**src/common/ses_pkg.sv**
```systemverilog
// package: constants and types of the servo external signal selector
package ses_pkg;

    // ****************************************
    // signal slots and source codes
    // ****************************************
    localparam int SIG_N = 4;
    localparam int SIG_UPPER = 0;
    localparam int SIG_LOWER = 1;
    localparam int SIG_STOP = 2;
    localparam int SIG_DOG = 3;
    localparam int SYNC_W = 39;

    typedef enum logic [2:0] {
        SRC_NONE = 3'h0,
        SRC_LIMMOD = 3'h1,
        SRC_AMP = 3'h2,
        SRC_DIN = 3'h3,
        SRC_BITDEV = 3'h4
    } ses_src_t;

    typedef enum logic [2:0] {
        DEV_IN = 3'h0,
        DEV_OUT = 3'h1,
        DEV_INT = 3'h2,
        DEV_LINK = 3'h3,
        DEV_ANN = 3'h4,
        DEV_SPEC = 3'h5,
        DEV_SHR = 3'h6
    } ses_dcls_t;

    typedef struct packed {
        logic [12:0] dnum;
        ses_dcls_t dcls;
        logic [3:0] chan;
        logic [2:0] modn;
        logic pol;
        ses_src_t typ;
    } ses_cfg_t;

    typedef struct packed {
        ses_dcls_t dcls;
        logic [12:0] dnum;
    } ses_dev_t;

    // ****************************************
    // register map and reset values
    // ****************************************
    localparam logic [7:0] ADDR_CFG_UPPER = 8'h00;
    localparam logic [7:0] ADDR_CFG_DOG = 8'h0c;
    localparam logic [7:0] ADDR_CTRL = 8'h10;
    localparam logic [7:0] ADDR_DET = 8'h14;
    localparam logic [7:0] ADDR_ISTAT = 8'h18;
    localparam logic [7:0] ADDR_IMASK = 8'h1c;
    localparam int CTRL_MODE_BIT = 16;
    localparam ses_cfg_t CFG_RST = ses_cfg_t'(27'h0);
    localparam logic [12:0] DIN_BASE_RST = 13'h0;
    localparam logic [3:0] MASK_RST = 4'h0;
    localparam logic [3:0] DIN_HOLE_LO = 4'h4;
    localparam logic [1:0] RESP_OKAY = 2'h0;
    localparam logic [1:0] RESP_SLVERR = 2'h2;

    // ****************************************
    // bit device number limits
    // ****************************************
    localparam logic [12:0] DEV_HEX_MAX = 13'h1fff;
    localparam logic [12:0] DEV_INT_MAX = 13'h1fff;
    localparam logic [12:0] DEV_ANN_MAX = 13'h07ff;
    localparam logic [12:0] DEV_SPEC_MAX = 13'h07cf;
    localparam logic [12:0] DEV_SHR_MAX = 13'h00ff;

    function automatic logic ses_dev_ok(input ses_cfg_t c);
        logic ok;
        ok = 1'b0;
        case (c.dcls)
            DEV_IN, DEV_OUT, DEV_LINK: ok = (c.dnum <= DEV_HEX_MAX);
            DEV_INT: ok = (c.dnum <= DEV_INT_MAX);
            DEV_ANN: ok = (c.dnum <= DEV_ANN_MAX);
            DEV_SPEC: ok = (c.dnum <= DEV_SPEC_MAX);
            DEV_SHR: ok = (c.dnum <= DEV_SHR_MAX);
            default: ok = 1'b0;
        endcase
        return ok;
    endfunction

    // byte-lane merge of a register write
    function automatic logic [31:0] ses_merge(input logic [31:0] old, input logic [31:0] d,
                                              input logic [3:0] s);
        logic [31:0] r;
        r = old;
        for (int b = 0; b < 4; b++)
        begin
            if (s[b])
            begin
                r[b*8 +: 8] = d[b*8 +: 8];
            end
        end
        return r;
    endfunction

endpackage

```
**src/verilog/ses_sel.sv**
```systemverilog
// module: source selection and polarity for one external signal
`timescale 1ns/1ps
`default_nettype none
module ses_sel
    import ses_pkg::*;
#(
    parameter int KIND = SIG_UPPER
)
(
    input wire ses_cfg_t cfg_i,
    input wire logic [31:0] lim_i,
    input wire logic [2:0] amp_i,
    input wire logic [3:0] din_i,
    input wire logic dev_i,
    output logic det_o
);
    wire [1:0] mod_idx = 2'(cfg_i.modn - 3'h1);
    wire [2:0] ch_idx = 3'(cfg_i.chan - 4'h1);
    wire mod_ok = (cfg_i.modn >= 3'h1) && (cfg_i.modn <= 3'h4);
    wire ch_ok = (cfg_i.chan >= 4'h1) && (cfg_i.chan <= 4'h8);
    wire lim_raw = lim_i[{mod_idx, ch_idx}];
    wire amp_raw = (KIND == SIG_UPPER) ? amp_i[0] : (KIND == SIG_LOWER) ? amp_i[1] : amp_i[2];
    wire din_raw = din_i[mod_idx];

    // ****************************************
    // code validity per signal kind
    // ****************************************
    wire ok_lim = (cfg_i.typ == SRC_LIMMOD) && mod_ok && ch_ok;
    wire ok_amp = (cfg_i.typ == SRC_AMP) && (KIND != SIG_STOP);
    wire ok_din = (cfg_i.typ == SRC_DIN) && (KIND == SIG_DOG) && mod_ok;
    wire ok_dev = (cfg_i.typ == SRC_BITDEV) && ses_dev_ok(cfg_i);
    wire valid = ok_lim | ok_amp | ok_din | ok_dev;
    wire raw = ok_lim ? lim_raw : ok_amp ? amp_raw : ok_din ? din_raw : dev_i;

    // normal close inverts the sense; an unused code stays quiet
    assign det_o = valid & (raw ^ cfg_i.pol);
endmodule
`default_nettype wire

```
**src/verilog/ses_sync.sv**
```systemverilog
// module: three-stage input synchroniser with agreement filter
`timescale 1ns/1ps
`default_nettype none
module ses_sync
    import ses_pkg::*;
(
    input wire logic core_clk_i,
    input wire logic rst_b_i,
    input wire logic [SYNC_W-1:0] d_i,
    output logic [SYNC_W-1:0] q_o
);
    logic [SYNC_W-1:0] s1_r;
    logic [SYNC_W-1:0] s2_r;
    logic [SYNC_W-1:0] s3_r;
    logic [SYNC_W-1:0] q_nxt;

    // a bit moves only once stages two and three agree
    assign q_nxt = (s2_r & s3_r) | (q_o & (s2_r | s3_r));

    always_ff @(posedge core_clk_i or negedge rst_b_i)
    begin
        if (!rst_b_i)
        begin
            s1_r <= '0;
            s2_r <= '0;
            s3_r <= '0;
            q_o <= '0;
        end
        else
        begin
            s1_r <= d_i;
            s2_r <= s1_r;
            s3_r <= s2_r;
            q_o <= q_nxt;
        end
    end
endmodule
`default_nettype wire

```
**src/verilog/ses_top.sv**
```systemverilog
// module: servo external signal selector with register slave
`timescale 1ns/1ps
`default_nettype none
module ses_top
    import ses_pkg::*;
(
    input wire logic core_clk_i,
    input wire logic rst_b_i,
    input wire logic [7:0] s_axi_awaddr_i,
    input wire logic s_axi_awvalid_i,
    output logic s_axi_awready_o,
    input wire logic [31:0] s_axi_wdata_i,
    input wire logic [3:0] s_axi_wstrb_i,
    input wire logic s_axi_wvalid_i,
    output logic s_axi_wready_o,
    output logic [1:0] s_axi_bresp_o,
    output logic s_axi_bvalid_o,
    input wire logic s_axi_bready_i,
    input wire logic [7:0] s_axi_araddr_i,
    input wire logic s_axi_arvalid_i,
    output logic s_axi_arready_o,
    output logic [31:0] s_axi_rdata_o,
    output logic [1:0] s_axi_rresp_o,
    output logic s_axi_rvalid_o,
    input wire logic s_axi_rready_i,
    input wire logic [31:0] lim_mod_i,
    input wire logic [2:0] amp_in_i,
    input wire logic [3:0] dig_in_i,
    input wire logic [3:0] dev_val_i,
    input wire logic fwd_req_i,
    input wire logic rev_req_i,
    output ses_dev_t [3:0] dev_sel_o,
    output logic [3:0] det_o,
    output logic fwd_ok_o,
    output logic rev_ok_o,
    output logic stop_cmd_o,
    output logic home_trig_o,
    output logic chg_trig_o,
    output logic irq_o
);
    typedef enum logic [1:0] {
        RD_IDLE = 2'b01,
        RD_RESP = 2'b10
    } ses_rd_t;

    ses_cfg_t cfg_r [SIG_N];
    logic [12:0] din_base_r;
    logic mode_r;
    logic [3:0] ists_r;
    logic [3:0] mask_r;
    ses_rd_t rd_st_r;
    ses_rd_t rd_st_nxt;

    // ****************************************
    // input synchronisation and selection
    // ****************************************
    logic [SYNC_W-1:0] sync_q;
    logic [31:0] lim_s;
    logic [2:0] amp_s;
    logic [3:0] din_s;
    logic [3:0] det_c;
    logic [3:0] hole;

    ses_sync u_sync (
        .core_clk_i(core_clk_i),
        .rst_b_i(rst_b_i),
        .d_i({dig_in_i, amp_in_i, lim_mod_i}),
        .q_o(sync_q)
    );

    assign lim_s = sync_q[31:0];
    assign amp_s = sync_q[34:32];
    assign din_s = sync_q[38:35];

    for (genvar g = 0; g < SIG_N; g++)
    begin : g_sig
        // the built-in input block holds only four live bits
        assign hole[g] = (cfg_r[g].dcls == DEV_IN)
                         && (cfg_r[g].dnum[12:4] == din_base_r[12:4])
                         && (cfg_r[g].dnum[3:0] >= DIN_HOLE_LO);
        ses_sel #(.KIND(g)) u_sel (
            .cfg_i(cfg_r[g]),
            .lim_i(lim_s),
            .amp_i(amp_s),
            .din_i(din_s),
            .dev_i(dev_val_i[g] & ~hole[g]),
            .det_o(det_c[g])
        );
    end

    wire [3:0] rise = det_c & ~det_o;

    // ****************************************
    // axis reactions
    // ****************************************
    always_ff @(posedge core_clk_i or negedge rst_b_i)
    begin
        if (!rst_b_i)
        begin
            det_o <= 4'h0;
            fwd_ok_o <= 1'b0;
            rev_ok_o <= 1'b0;
            stop_cmd_o <= 1'b0;
            home_trig_o <= 1'b0;
            chg_trig_o <= 1'b0;
            for (int i = 0; i < SIG_N; i++)
            begin
                dev_sel_o[i] <= '0;
            end
        end
        else
        begin
            det_o <= det_c;
            fwd_ok_o <= fwd_req_i & ~det_c[SIG_UPPER];
            rev_ok_o <= rev_req_i & ~det_c[SIG_LOWER];
            stop_cmd_o <= rise[SIG_STOP];
            home_trig_o <= rise[SIG_DOG] & ~mode_r;
            chg_trig_o <= rise[SIG_DOG] & mode_r;
            for (int i = 0; i < SIG_N; i++)
            begin
                dev_sel_o[i] <= {cfg_r[i].dcls, cfg_r[i].dnum};
            end
        end
    end

    // ****************************************
    // write channel
    // ****************************************
    logic aw_have_r;
    logic w_have_r;
    logic [7:0] waddr_r;
    logic [31:0] wdata_r;
    logic [3:0] wstrb_r;

    wire aw_hs = s_axi_awvalid_i & s_axi_awready_o;
    wire w_hs = s_axi_wvalid_i & s_axi_wready_o;
    wire aw_av = aw_have_r | aw_hs;
    wire w_av = w_have_r | w_hs;
    wire do_wr = aw_av & w_av;
    wire [7:0] wa = aw_hs ? s_axi_awaddr_i : waddr_r;
    wire [31:0] wd = w_hs ? s_axi_wdata_i : wdata_r;
    wire [3:0] ws = w_hs ? s_axi_wstrb_i : wstrb_r;
    wire [7:0] wa_w = {wa[7:2], 2'b00};
    wire [1:0] wi = wa[3:2];
    wire wr_cfg = (wa_w <= ADDR_CFG_DOG);
    wire wr_ctrl = (wa_w == ADDR_CTRL);
    wire wr_mask = (wa_w == ADDR_IMASK);
    wire wr_ro = (wa_w == ADDR_DET) || (wa_w == ADDR_ISTAT);
    wire [31:0] cfg_m = ses_merge({5'h0, cfg_r[wi]}, wd, ws);
    wire ses_cfg_t cfg_new = ses_cfg_t'(cfg_m[26:0]);
    wire bad_dev = (cfg_new.typ == SRC_BITDEV) && !ses_dev_ok(cfg_new);
    wire wr_err = !(wr_cfg | wr_ctrl | wr_mask | wr_ro) | (wr_cfg & bad_dev);
    wire [31:0] ctrl_w = {15'h0, mode_r, 3'h0, din_base_r};
    wire [31:0] ctrl_m = ses_merge(ctrl_w, wd, ws);
    wire [31:0] mask_m = ses_merge({28'h0, mask_r}, wd, ws);
    wire bvalid_nxt = do_wr | (s_axi_bvalid_o & ~s_axi_bready_i);

    always_ff @(posedge core_clk_i or negedge rst_b_i)
    begin
        if (!rst_b_i)
        begin
            aw_have_r <= 1'b0;
            w_have_r <= 1'b0;
            waddr_r <= 8'h00;
            wdata_r <= 32'h0;
            wstrb_r <= 4'h0;
            s_axi_awready_o <= 1'b0;
            s_axi_wready_o <= 1'b0;
            s_axi_bvalid_o <= 1'b0;
            s_axi_bresp_o <= RESP_OKAY;
        end
        else
        begin
            aw_have_r <= aw_av & ~do_wr;
            w_have_r <= w_av & ~do_wr;
            waddr_r <= wa;
            wdata_r <= wd;
            wstrb_r <= ws;
            s_axi_awready_o <= ~(aw_av & ~do_wr) & ~bvalid_nxt;
            s_axi_wready_o <= ~(w_av & ~do_wr) & ~bvalid_nxt;
            s_axi_bvalid_o <= bvalid_nxt;
            if (do_wr)
            begin
                s_axi_bresp_o <= wr_err ? RESP_SLVERR : RESP_OKAY;
            end
        end
    end

    // ****************************************
    // configuration and control registers
    // ****************************************
    always_ff @(posedge core_clk_i or negedge rst_b_i)
    begin
        if (!rst_b_i)
        begin
            for (int i = 0; i < SIG_N; i++)
            begin
                cfg_r[i] <= CFG_RST;
            end
            din_base_r <= DIN_BASE_RST;
            mode_r <= 1'b0;
            mask_r <= MASK_RST;
        end
        else if (do_wr && !wr_err)
        begin
            if (wr_cfg)
            begin
                cfg_r[wi] <= cfg_new;
            end
            if (wr_ctrl)
            begin
                din_base_r <= ctrl_m[12:0];
                mode_r <= ctrl_m[CTRL_MODE_BIT];
            end
            if (wr_mask)
            begin
                mask_r <= mask_m[3:0];
            end
        end
    end

    // ****************************************
    // read channel and interrupt status
    // ****************************************
    wire ar_hs = s_axi_arvalid_i & s_axi_arready_o;
    wire [7:0] ra_w = {s_axi_araddr_i[7:2], 2'b00};
    wire [1:0] ri = s_axi_araddr_i[3:2];
    wire rd_clr = ar_hs && (ra_w == ADDR_ISTAT);
    wire rd_hit = (ra_w <= ADDR_CFG_DOG) || (ra_w == ADDR_CTRL) || (ra_w == ADDR_DET)
                  || (ra_w == ADDR_ISTAT) || (ra_w == ADDR_IMASK);
    wire [31:0] rd_word = (ra_w <= ADDR_CFG_DOG) ? {5'h0, cfg_r[ri]} :
                          (ra_w == ADDR_CTRL) ? ctrl_w :
                          (ra_w == ADDR_DET) ? {28'h0, det_o} :
                          (ra_w == ADDR_ISTAT) ? {28'h0, ists_r} :
                          (ra_w == ADDR_IMASK) ? {28'h0, mask_r} : 32'h0;
    // a new event wins over the clear in the same cycle
    wire [3:0] ists_nxt = (rd_clr ? 4'h0 : ists_r) | rise;

    always_comb
    begin
        case (rd_st_r)
            RD_IDLE: rd_st_nxt = ar_hs ? RD_RESP : RD_IDLE;
            RD_RESP: rd_st_nxt = s_axi_rready_i ? RD_IDLE : RD_RESP;
            default: rd_st_nxt = RD_IDLE;
        endcase
    end

    always_ff @(posedge core_clk_i or negedge rst_b_i)
    begin
        if (!rst_b_i)
        begin
            rd_st_r <= RD_IDLE;
            s_axi_arready_o <= 1'b0;
            s_axi_rvalid_o <= 1'b0;
            s_axi_rdata_o <= 32'h0;
            s_axi_rresp_o <= RESP_OKAY;
            ists_r <= 4'h0;
            irq_o <= 1'b0;
        end
        else
        begin
            rd_st_r <= rd_st_nxt;
            s_axi_arready_o <= (rd_st_nxt == RD_IDLE);
            s_axi_rvalid_o <= (rd_st_nxt == RD_RESP);
            if (ar_hs)
            begin
                s_axi_rdata_o <= rd_word;
                s_axi_rresp_o <= rd_hit ? RESP_OKAY : RESP_SLVERR;
            end
            ists_r <= ists_nxt;
            irq_o <= |(ists_nxt & mask_r);
        end
    end

    // ****************************************
    // assertions
    // ****************************************
    property p_none_quiet;
        @(posedge core_clk_i) disable iff (!rst_b_i)
        (cfg_r[SIG_UPPER].typ == SRC_NONE) |-> !det_c[SIG_UPPER];
    endproperty
    a_none_quiet: assert property (p_none_quiet) else $error("unused signal detected");

    property p_stop_no_amp;
        @(posedge core_clk_i) disable iff (!rst_b_i)
        (cfg_r[SIG_STOP].typ == SRC_AMP) |-> !det_c[SIG_STOP];
    endproperty
    a_stop_no_amp: assert property (p_stop_no_amp) else $error("stop took amp input");

    property p_din_dog_only;
        @(posedge core_clk_i) disable iff (!rst_b_i)
        (cfg_r[SIG_UPPER].typ == SRC_DIN) |-> !det_c[SIG_UPPER];
    endproperty
    a_din_dog_only: assert property (p_din_dog_only) else $error("din used off dog");

    property p_upper_block;
        @(posedge core_clk_i) disable iff (!rst_b_i)
        (fwd_req_i && det_c[SIG_UPPER]) |=> !fwd_ok_o && det_o[SIG_UPPER];
    endproperty
    a_upper_block: assert property (p_upper_block) else $error("upper limit not held");

    property p_lower_block;
        @(posedge core_clk_i) disable iff (!rst_b_i)
        (rev_req_i && !det_c[SIG_LOWER]) ##1 (rev_req_i && det_c[SIG_LOWER])
        |=> !rev_ok_o;
    endproperty
    a_lower_block: assert property (p_lower_block) else $error("lower limit not held");

    property p_stop_pulse;
        @(posedge core_clk_i) disable iff (!rst_b_i)
        (det_c[SIG_STOP] && !det_o[SIG_STOP]) |=> stop_cmd_o ##1 !stop_cmd_o;
    endproperty
    a_stop_pulse: assert property (p_stop_pulse) else $error("stop pulse wrong");

    property p_dog_trig;
        @(posedge core_clk_i) disable iff (!rst_b_i)
        $rose(det_o[SIG_DOG]) |-> ($past(mode_r) ? chg_trig_o : home_trig_o);
    endproperty
    a_dog_trig: assert property (p_dog_trig) else $error("dog trigger missing");

    property p_bad_dev;
        @(posedge core_clk_i) disable iff (!rst_b_i)
        (do_wr && wr_cfg && bad_dev) |=> s_axi_bvalid_o && (s_axi_bresp_o == RESP_SLVERR)
        && $stable(cfg_r[SIG_UPPER]) && $stable(cfg_r[SIG_LOWER])
        && $stable(cfg_r[SIG_STOP]) && $stable(cfg_r[SIG_DOG]);
    endproperty
    a_bad_dev: assert property (p_bad_dev) else $error("bad device accepted");

    property p_hole_zero;
        @(posedge core_clk_i) disable iff (!rst_b_i)
        (hole[SIG_DOG] && cfg_r[SIG_DOG].typ == SRC_BITDEV && !cfg_r[SIG_DOG].pol)
        |-> !det_c[SIG_DOG];
    endproperty
    a_hole_zero: assert property (p_hole_zero) else $error("hole bit seen set");
endmodule
`default_nettype wire
```
**config.mk**
```make
export PLATFORM = sky130hd
export DESIGN_NAME = ses_top
export DESIGN_NICKNAME = d
export VERILOG_FILES = /design/src/common/ses_pkg.sv /design/src/verilog/ses_sel.sv /design/src/verilog/ses_sync.sv /design/src/verilog/ses_top.sv
export SDC_FILE = /design/constraint.sdc
export NUM_CORES = 1
export LEC_CHECK = 0
export ABC_AREA = 1
export BUFFER_PORTS_ARGS = -buffer_cell sky130_fd_sc_hd__buf_2
export CAP_MARGIN = 10
export CORE_UTILIZATION = 35
export DETAILED_ROUTE_END_ITERATION = 8
export HOLD_SLACK_MARGIN = 0.12
export PLACE_DENSITY = 0.54
export SLEW_MARGIN = 25
export SYNTH_ARGS = -nofsm -noshare
export SYNTH_HDL_FRONTEND = slang
export SYNTH_HIERARCHICAL = 1
export SYNTH_SLANG_ARGS = --single-unit
export TNS_END_PERCENT = 10
```
**constraint.sdc**
```tcl
create_clock -name core_clk_i -period 4.3 [get_ports core_clk_i]
set_input_delay 1.29 -clock core_clk_i [delete_from_list [all_inputs] [get_ports core_clk_i]]
set_output_delay 1.29 -clock core_clk_i [all_outputs]
set_load 0.005 [all_outputs]
```
; ---- Word level (Yosys, flattened, before mapping)
; Index checks and enable logic that the tools add are counted.
[word_totals]
register_bits = 449
out_inout_bits = 115
word_cells = 350
[op_classes]
n_addsub = 8
magnitude_cmp = 50
eq_ne = 59
mux = 50
n_bitwise = 63
reduce_logical = 57
[ops]
columns = op, count
row1 = 27-bit 2-to-1 mux, 6
row2 = 13-bit by 11-bit <= comparator with 1-bit output (second input constant), 10
row3 = 27-bit binary-select mux with 2-bit select, 2
row4 = 108-bit bitwise mux, 1
row5 = 39-bit bitwise AND, 2
row6 = 39-bit bitwise OR, 2
row7 = 13-bit <= comparator (second input constant), 5
row8 = 13-bit by 8-bit <= comparator with 1-bit output (second input constant), 5
row9 = 3-bit == test (second input constant), 20
row10 = 27-bit demux with 2-bit select, 1
row11 = 6-bit by 3-bit == test with 1-bit output (second input constant), 8
row12 = 3-bit by 2-bit == test with 1-bit output (second input constant), 14
row13 = 9-bit == test, 4
row14 = 1-bit logical AND, 33
row15 = 32-bit 2-to-1 mux, 1
row16 = 8-bit 2-to-1 mux, 4
row17 = 3-bit by 1-bit == test with 1-bit output (second input constant), 9
row18 = 5-bit by 6-bit less-than comparator with 1-bit output (second input constant), 4
row19 = 4-bit OR reduction, 6
row20 = 1-bit bitwise AND, 22
row21 = 1-bit binary-select mux with 5-bit select, 4
row22 = 4-bit 2-to-1 mux, 5
row23 = 1-bit one-hot mux with 4 select lines, 5
row24 = 17-bit 2-to-1 mux, 1
row25 = other kinds (30), 113

; ---- Logic depth before layout (Yosys ltp)
[depth]
depth_word = 17
mapped_depth = 20
depth_no_buf = 18

; ---- By module
; The synthesis kept the hierarchy.
[by_module_without_submodules]
columns = module, n_inst, cells_each, area_each_um2
row1 = ses_top, 1, 1505, 12707.2
row2 = ses_sync, 1, 312, 4538.1
row3 = ses_sel (g_sig[0].u_sel ...), 2, 118, 651.9
row4 = ses_sel (g_sig[3].u_sel), 1, 150, 753.2
row5 = ses_sel (g_sig[2].u_sel), 1, 116, 606.8

; ---- Worst setup path after synthesis
; OpenSTA, ideal clock, no wires.
[synth_timing]
path_kind = in2reg
from = input port s_axi_wvalid_i
to = register cfg_r[16] in the netlist's numbering
setup_time_ps = 65
t_arrival_ps = 3317
slack_ps = 918
path_stages = 18
path_cell_list = nand2_2 inv_2 clkbuf_1 or2_2 o21ai_0 nor2_1 inv_1 nand2_1 nor2_2 nand2_1 nor2_1 nand2_1 nand2_4 nand3_4 nor2_8 buf_6 nand2_1 nand2_1
[synth_via]
elab_chain_cells = 13
word_cells_on_any_way = 31
[synth_lines]
columns = item, line
row1 = start: declaration, ses_top.sv:14  ; input wire logic s_axi_wvalid_i,
row2 = 1-bit bitwise AND (*), ses_top.sv:136  ; wire w_hs = s_axi_wvalid_i & s_axi_wready_o;
row3 = "parallel branches: the longest is 12 deep, another holds 13-bit by 8-bit <= comparator with 1-bit output", --
row4 = end signal: indexed assignment, ses_top.sv:208  ; cfg_r[wi] <= cfg_new;
row5 = end: declaration, ses_top.sv:46  ; ses_cfg_t cfg_r [SIG_N];
; Every way passes the cells marked *.
; A chain may end at the register's enable or synchronous reset.

; ---- Worst setup path in the final report
[layout_timing]
from = input port s_axi_wvalid_i
to = register cfg_r[106] in the netlist's numbering
[layout_via]
elab_chain_cells = 13
word_cells_on_any_way = 31
[layout_lines]
columns = item, line
row1 = 1-bit bitwise AND (*), ses_top.sv:136
row2 = 4-bit 2-to-1 mux (*), ses_top.sv:142  ; wire [3:0] ws = w_hs ? s_axi_wstrb_i : wstrb_r;
row3 = net ws[1], ses_top.sv:142
row4 = 8-bit 2-to-1 mux (*), ses_pkg.sv:93  ; if (s[b])
row5 = "parallel branches: the longest is 2 deep, another holds 13-bit by 8-bit <= comparator with 1-bit output", --
row6 = 1-bit one-hot mux with 4 select lines (*), ses_pkg.sv:75  ; case (c.dcls)
row7 = 1-bit zero test (*), ses_top.sv:151  ; wire bad_dev = (cfg_new.typ == SRC_BITDEV) && !ses_dev_ok(cfg_new);
row8 = 1-bit logical AND (*), ses_top.sv:151
row9 = 1-bit bitwise AND (*), ses_top.sv:152  ; wire wr_err = !(wr_cfg | wr_ctrl | wr_mask | wr_ro) | (wr_cfg & bad_dev);
row10 = 1-bit bitwise OR (*), ses_top.sv:152
row11 = 1-bit zero test (*), ses_top.sv:204  ; else if (do_wr && !wr_err)
row12 = 1-bit logical AND (*), ses_top.sv:204
row13 = 2-bit AND reduction (no source line) (*), --
; Mark *: on every way through the listed nets, which the timed path passes.

==> impl_metrics.py <==
metrics = {
    "worst_setup_path": {
        "worst-path-max-fanout": 34,
        "start_kind": "primary input",
        "cp_slowest_cell": "o21ai_2",
        "cp-startpoint": "s_axi_wvalid_i",
        "crit_chain": "buf_2, nand2_2, buf_12, o21ai_2, inv_1, nand2_1, nand2_1, nor2_1, nand2_1, nor2_1, nor2_1, nand2_4, nand3_4, nor2_8, buf_4, nand2_1, nand2_1",
        "arrival_ns": 4.01,
        "cpMostUsedCell": "nand2_1",
        "crit_required_ns": 4.81,
        "cp_slowest_stage_delay_ns": 0.43,
        "timing.rr.start": "din_base_r[4]",
        "path_class": "primary input to flip-flop",
        "crit_path_end_kind": "flip-flop",
    },
    "clock_network": {
        "postCtsHoldBufs": 0,
        "h-tree-depth": 2,
        "cts_made_buffers": 48,
        "numClockSinks": 435,
        "cts_root_buf": "clkbuf_16",
        "cts_tree": "done",
        "clock_tree.buffer_depth": 3,
        "post-cts-setup-buffers": 0,
        "clk_pin_slew_ns": 0.06,
        "clk_latency_ns": 0.59,
        "cts_resized": 0,
    },
    "layout": {
        "layout-drive-gt1-share_pct": 18.3,
        "final_area_um2": 23800,
        "final_nets": 2697,
        "fillerInstances": 5559,
        "diodes": 0,
        "most-common-layout-cells": "nand2_1, dfrtp_1, inv_1",
        "final_common_cell": "nand2_1",
        "syn_to_final_growth_pct": 19.5,
    },
    "pwr": {
        "p_leak_nw": 12.3,
        "p_per_area_nw_per_um2": 669,
        "ir_drop_v": 0.000334,
    },
    "synthesis": {
        "async_flop_share_pct": 100,
        "ys_ff_latch": 435,
        "synth_enable_flop_cells": 0,
        "synth_area_leaders": "dfrtp_1, nand2_1, nand3_1, inv_1, nor2_1",
        "yosysWarnings": 6,
        "synth.distinct_cells": 60,
        "syn_avg_cell_area_um2": 8.59,
        "yosys_most_used_dff": "dfrtp_1",
        "synth_cells": 2319,
        "synth_area_um2": 19900,
        "seq_area_frac_synth_pct": 54.7,
        "synth_top_area_share_pct": 54.6,
        "synth.largest_area_cell": "dfrtp_1",
    },
    "detailed_routing": {
        "via_per_inst": 4.96,
        "drt_iter0_markers": 1439,
        "via_count": 16724,
        "drc": 0,
        "drt_pre_antenna_iters": 5,
        "ant_nets": 0,
        "routedWlPerCell_um": 19.7,
        "wl_um": 66400,
    },
    "global_route": {
        "grt_max_degree": 127,
        "grt_antenna_before_repair": 1,
        "grt_first_pass_wirelength_um": 101000,
        "overflow": 0,
        "grt.met1_usage_pct": 29.7,
        "use_met3_pct": 3.49,
        "use_met2_pct": 39.0,
        "grtUsageTotal_pct": 23.3,
        "busiest_layer": "met2",
        "grt_pass1_vias": 16631,
    },
    "placed_design": {
        "gp_congestion": 0.950,
        "io_buffers": 202,
        "dpl_cell_area_um2": 22100,
        "hpwl_um": 48200,
    },
    "timing": {
        "tightest_slew_ns": 0.930,
        "drv_slew": 0,
        "rsz0062_at_grt": "false",
        "setup_viol": 0,
        "holdWs_ns": 0.346,
        "min_period_ns": 3.50,
        "fmax_mhz": 286,
        "final.period_utilization_pct": 81.4,
        "final.setup.tns_ns": 0,
        "hold_viol": 0,
        "maxSlewHeadroom_pct": 38.0,
        "clock-skew-final_ns": 0.0240,
    },
    "job": {
        "max_cap_viol_count": 0,
    },
    "floorplanning": {
        "rows": 87,
        "initial_core_util_pct": 35.4,
        "fp.dieH_um": 241,
        "die_w_um": 241,
        "num_io_pins": 219,
        "fp.coreArea_um2": 56300,
        "die_area_um2": 57800,
    },
    "worst_hold_path": {
        "hp-class": "flip-flop to flip-flop",
        "min-delay-start": "u_sync/s1_r[37]",
    },
    "status": {
        "status": "finished clean",
    },
}
state kept, by name (all words and copies together) (netlist names), 2 cells and up:
name	cells
cfg_r	108
det_o	4
dev_sel_o	64
din_base_r	13
ists_r	4
mask_r	4
rd_st_r	2
s_axi_rdata_o	27
u_sync/q_o	39
u_sync/s1_r	39
u_sync/s2_r	39
u_sync/s3_r	39
waddr_r	6
wdata_r	27
wstrb_r	4
per-stage QoR:
stage          instances  setup WS, ns  total power [mW]  utilization [%]
6_report            3369         0.799              15.9             42.3
5_1_grt             3369         0.591              16.9             42.3
3_5_place_dp        3281         0.236              11.6             39.3
4_1_cts             3369         0.837              16.0             42.3
2_1_floorplan       2325         0.918              9.24                -
3_3_place_gp        3281         0.254              11.5             39.3
logic make-up (layout without fill, tap and decap cells):
kind of cell               count (synthesis)  in the layout  synth area share [%]
muxes                                      5              5                 0.270
AOI/OAI and AO/OA                        220            220                  6.74
adders and majority gates                 18             18                  1.13
DFF                                      435            435                  54.7
and+or+nand+nor                         1304           1304                  28.6
xor gates and xnor gates                  32             32                  1.41
other                                      1              7                0.0188
buffers and inverters                    304            592                  7.13
final timing paths:
kind                              endpoint  slack [ns]  depth (start not counted)
setup / recovery                cfg_r[106]        0.80                         17
hold / removal             u_sync/s2_r[37]        0.35                          0
setup reg to reg                     irq_o        1.08                         14
hold reg to reg            u_sync/s2_r[37]        0.35                          0
max in group asynchronous   u_sync/s3_r[0]        2.82                          2
min in group asynchronous    dev_sel_o[17]        0.57                          1
report_power, final:
part	switching [mW]	leakage [nW]	internal (mW)	total, mW
sequential	1.02	5.55	5.01	6.03
combinational	3.62	5.95	1.92	5.54
clock	1.69	0.825	2.66	4.35
synthesized netlist by cell type (4+ instances only):
cell         n
buf_2       16
clkbuf_1    30
nand3_2      9
buf_4       10
and2_1       8
inv_1      204
nor3_1       7
o221ai_1     5
nor4_1       5
nand2_1    856
nor2_2       4
dfrtp_1    434
a31oi_1      5
o21ai_1      5
nand4_2      4
nand4_1     18
nand2_2     40
nor3_2       4
a2111oi_0    4
a21oi_1     68
a22oi_1      7
a21boi_0     4
nor2_1     139
a221oi_1     9
or2_2       18
o21ai_0     56
inv_2        9
o22ai_1     27
o31ai_1      5
nor2_8       4
o21a_1       4
nand3_1    164
xor2_1      16
buf_6       18
nand2_4      9
nand3b_1     5
xnor2_1     16
ha_1        18
clkinv_1     8
o2111ai_1   11
per-layer routing:
| layer | vias to the layer above | routed length (um) |
|---|---|---|
| met1 | 8110 | 27900 |
| met2 | 587 | 32000 |
| met3 | 149 | 3730 |
| met5 | - | 9 |
| li1 | 7876 | - |
| met4 | 2 | 2780 |
critical path: cells and delay by family:
kind / cells / cell delay [ns]
AND/OR/NAND/NOR: 12 / 1.43
buffers and inverters: 4 / 0.82
AO/OA/AOI/OAI: 1 / 0.43
layout make-up:
class / instances / area (um^2) / share of cell area (%)
clock buffers: 70 / 1430 / 5.99
clock inverters: 18 / 267 / 1.12
inverters: 225 / 870 / 3.65
multi-input cells: 1586 / 7630 / 32.0
flip-flops and latches: 435 / 10900 / 45.8
well taps: 756 / 946 / 3.98
repair buffers: 279 / 1770 / 7.46
(Power assumes the default switching activity.)
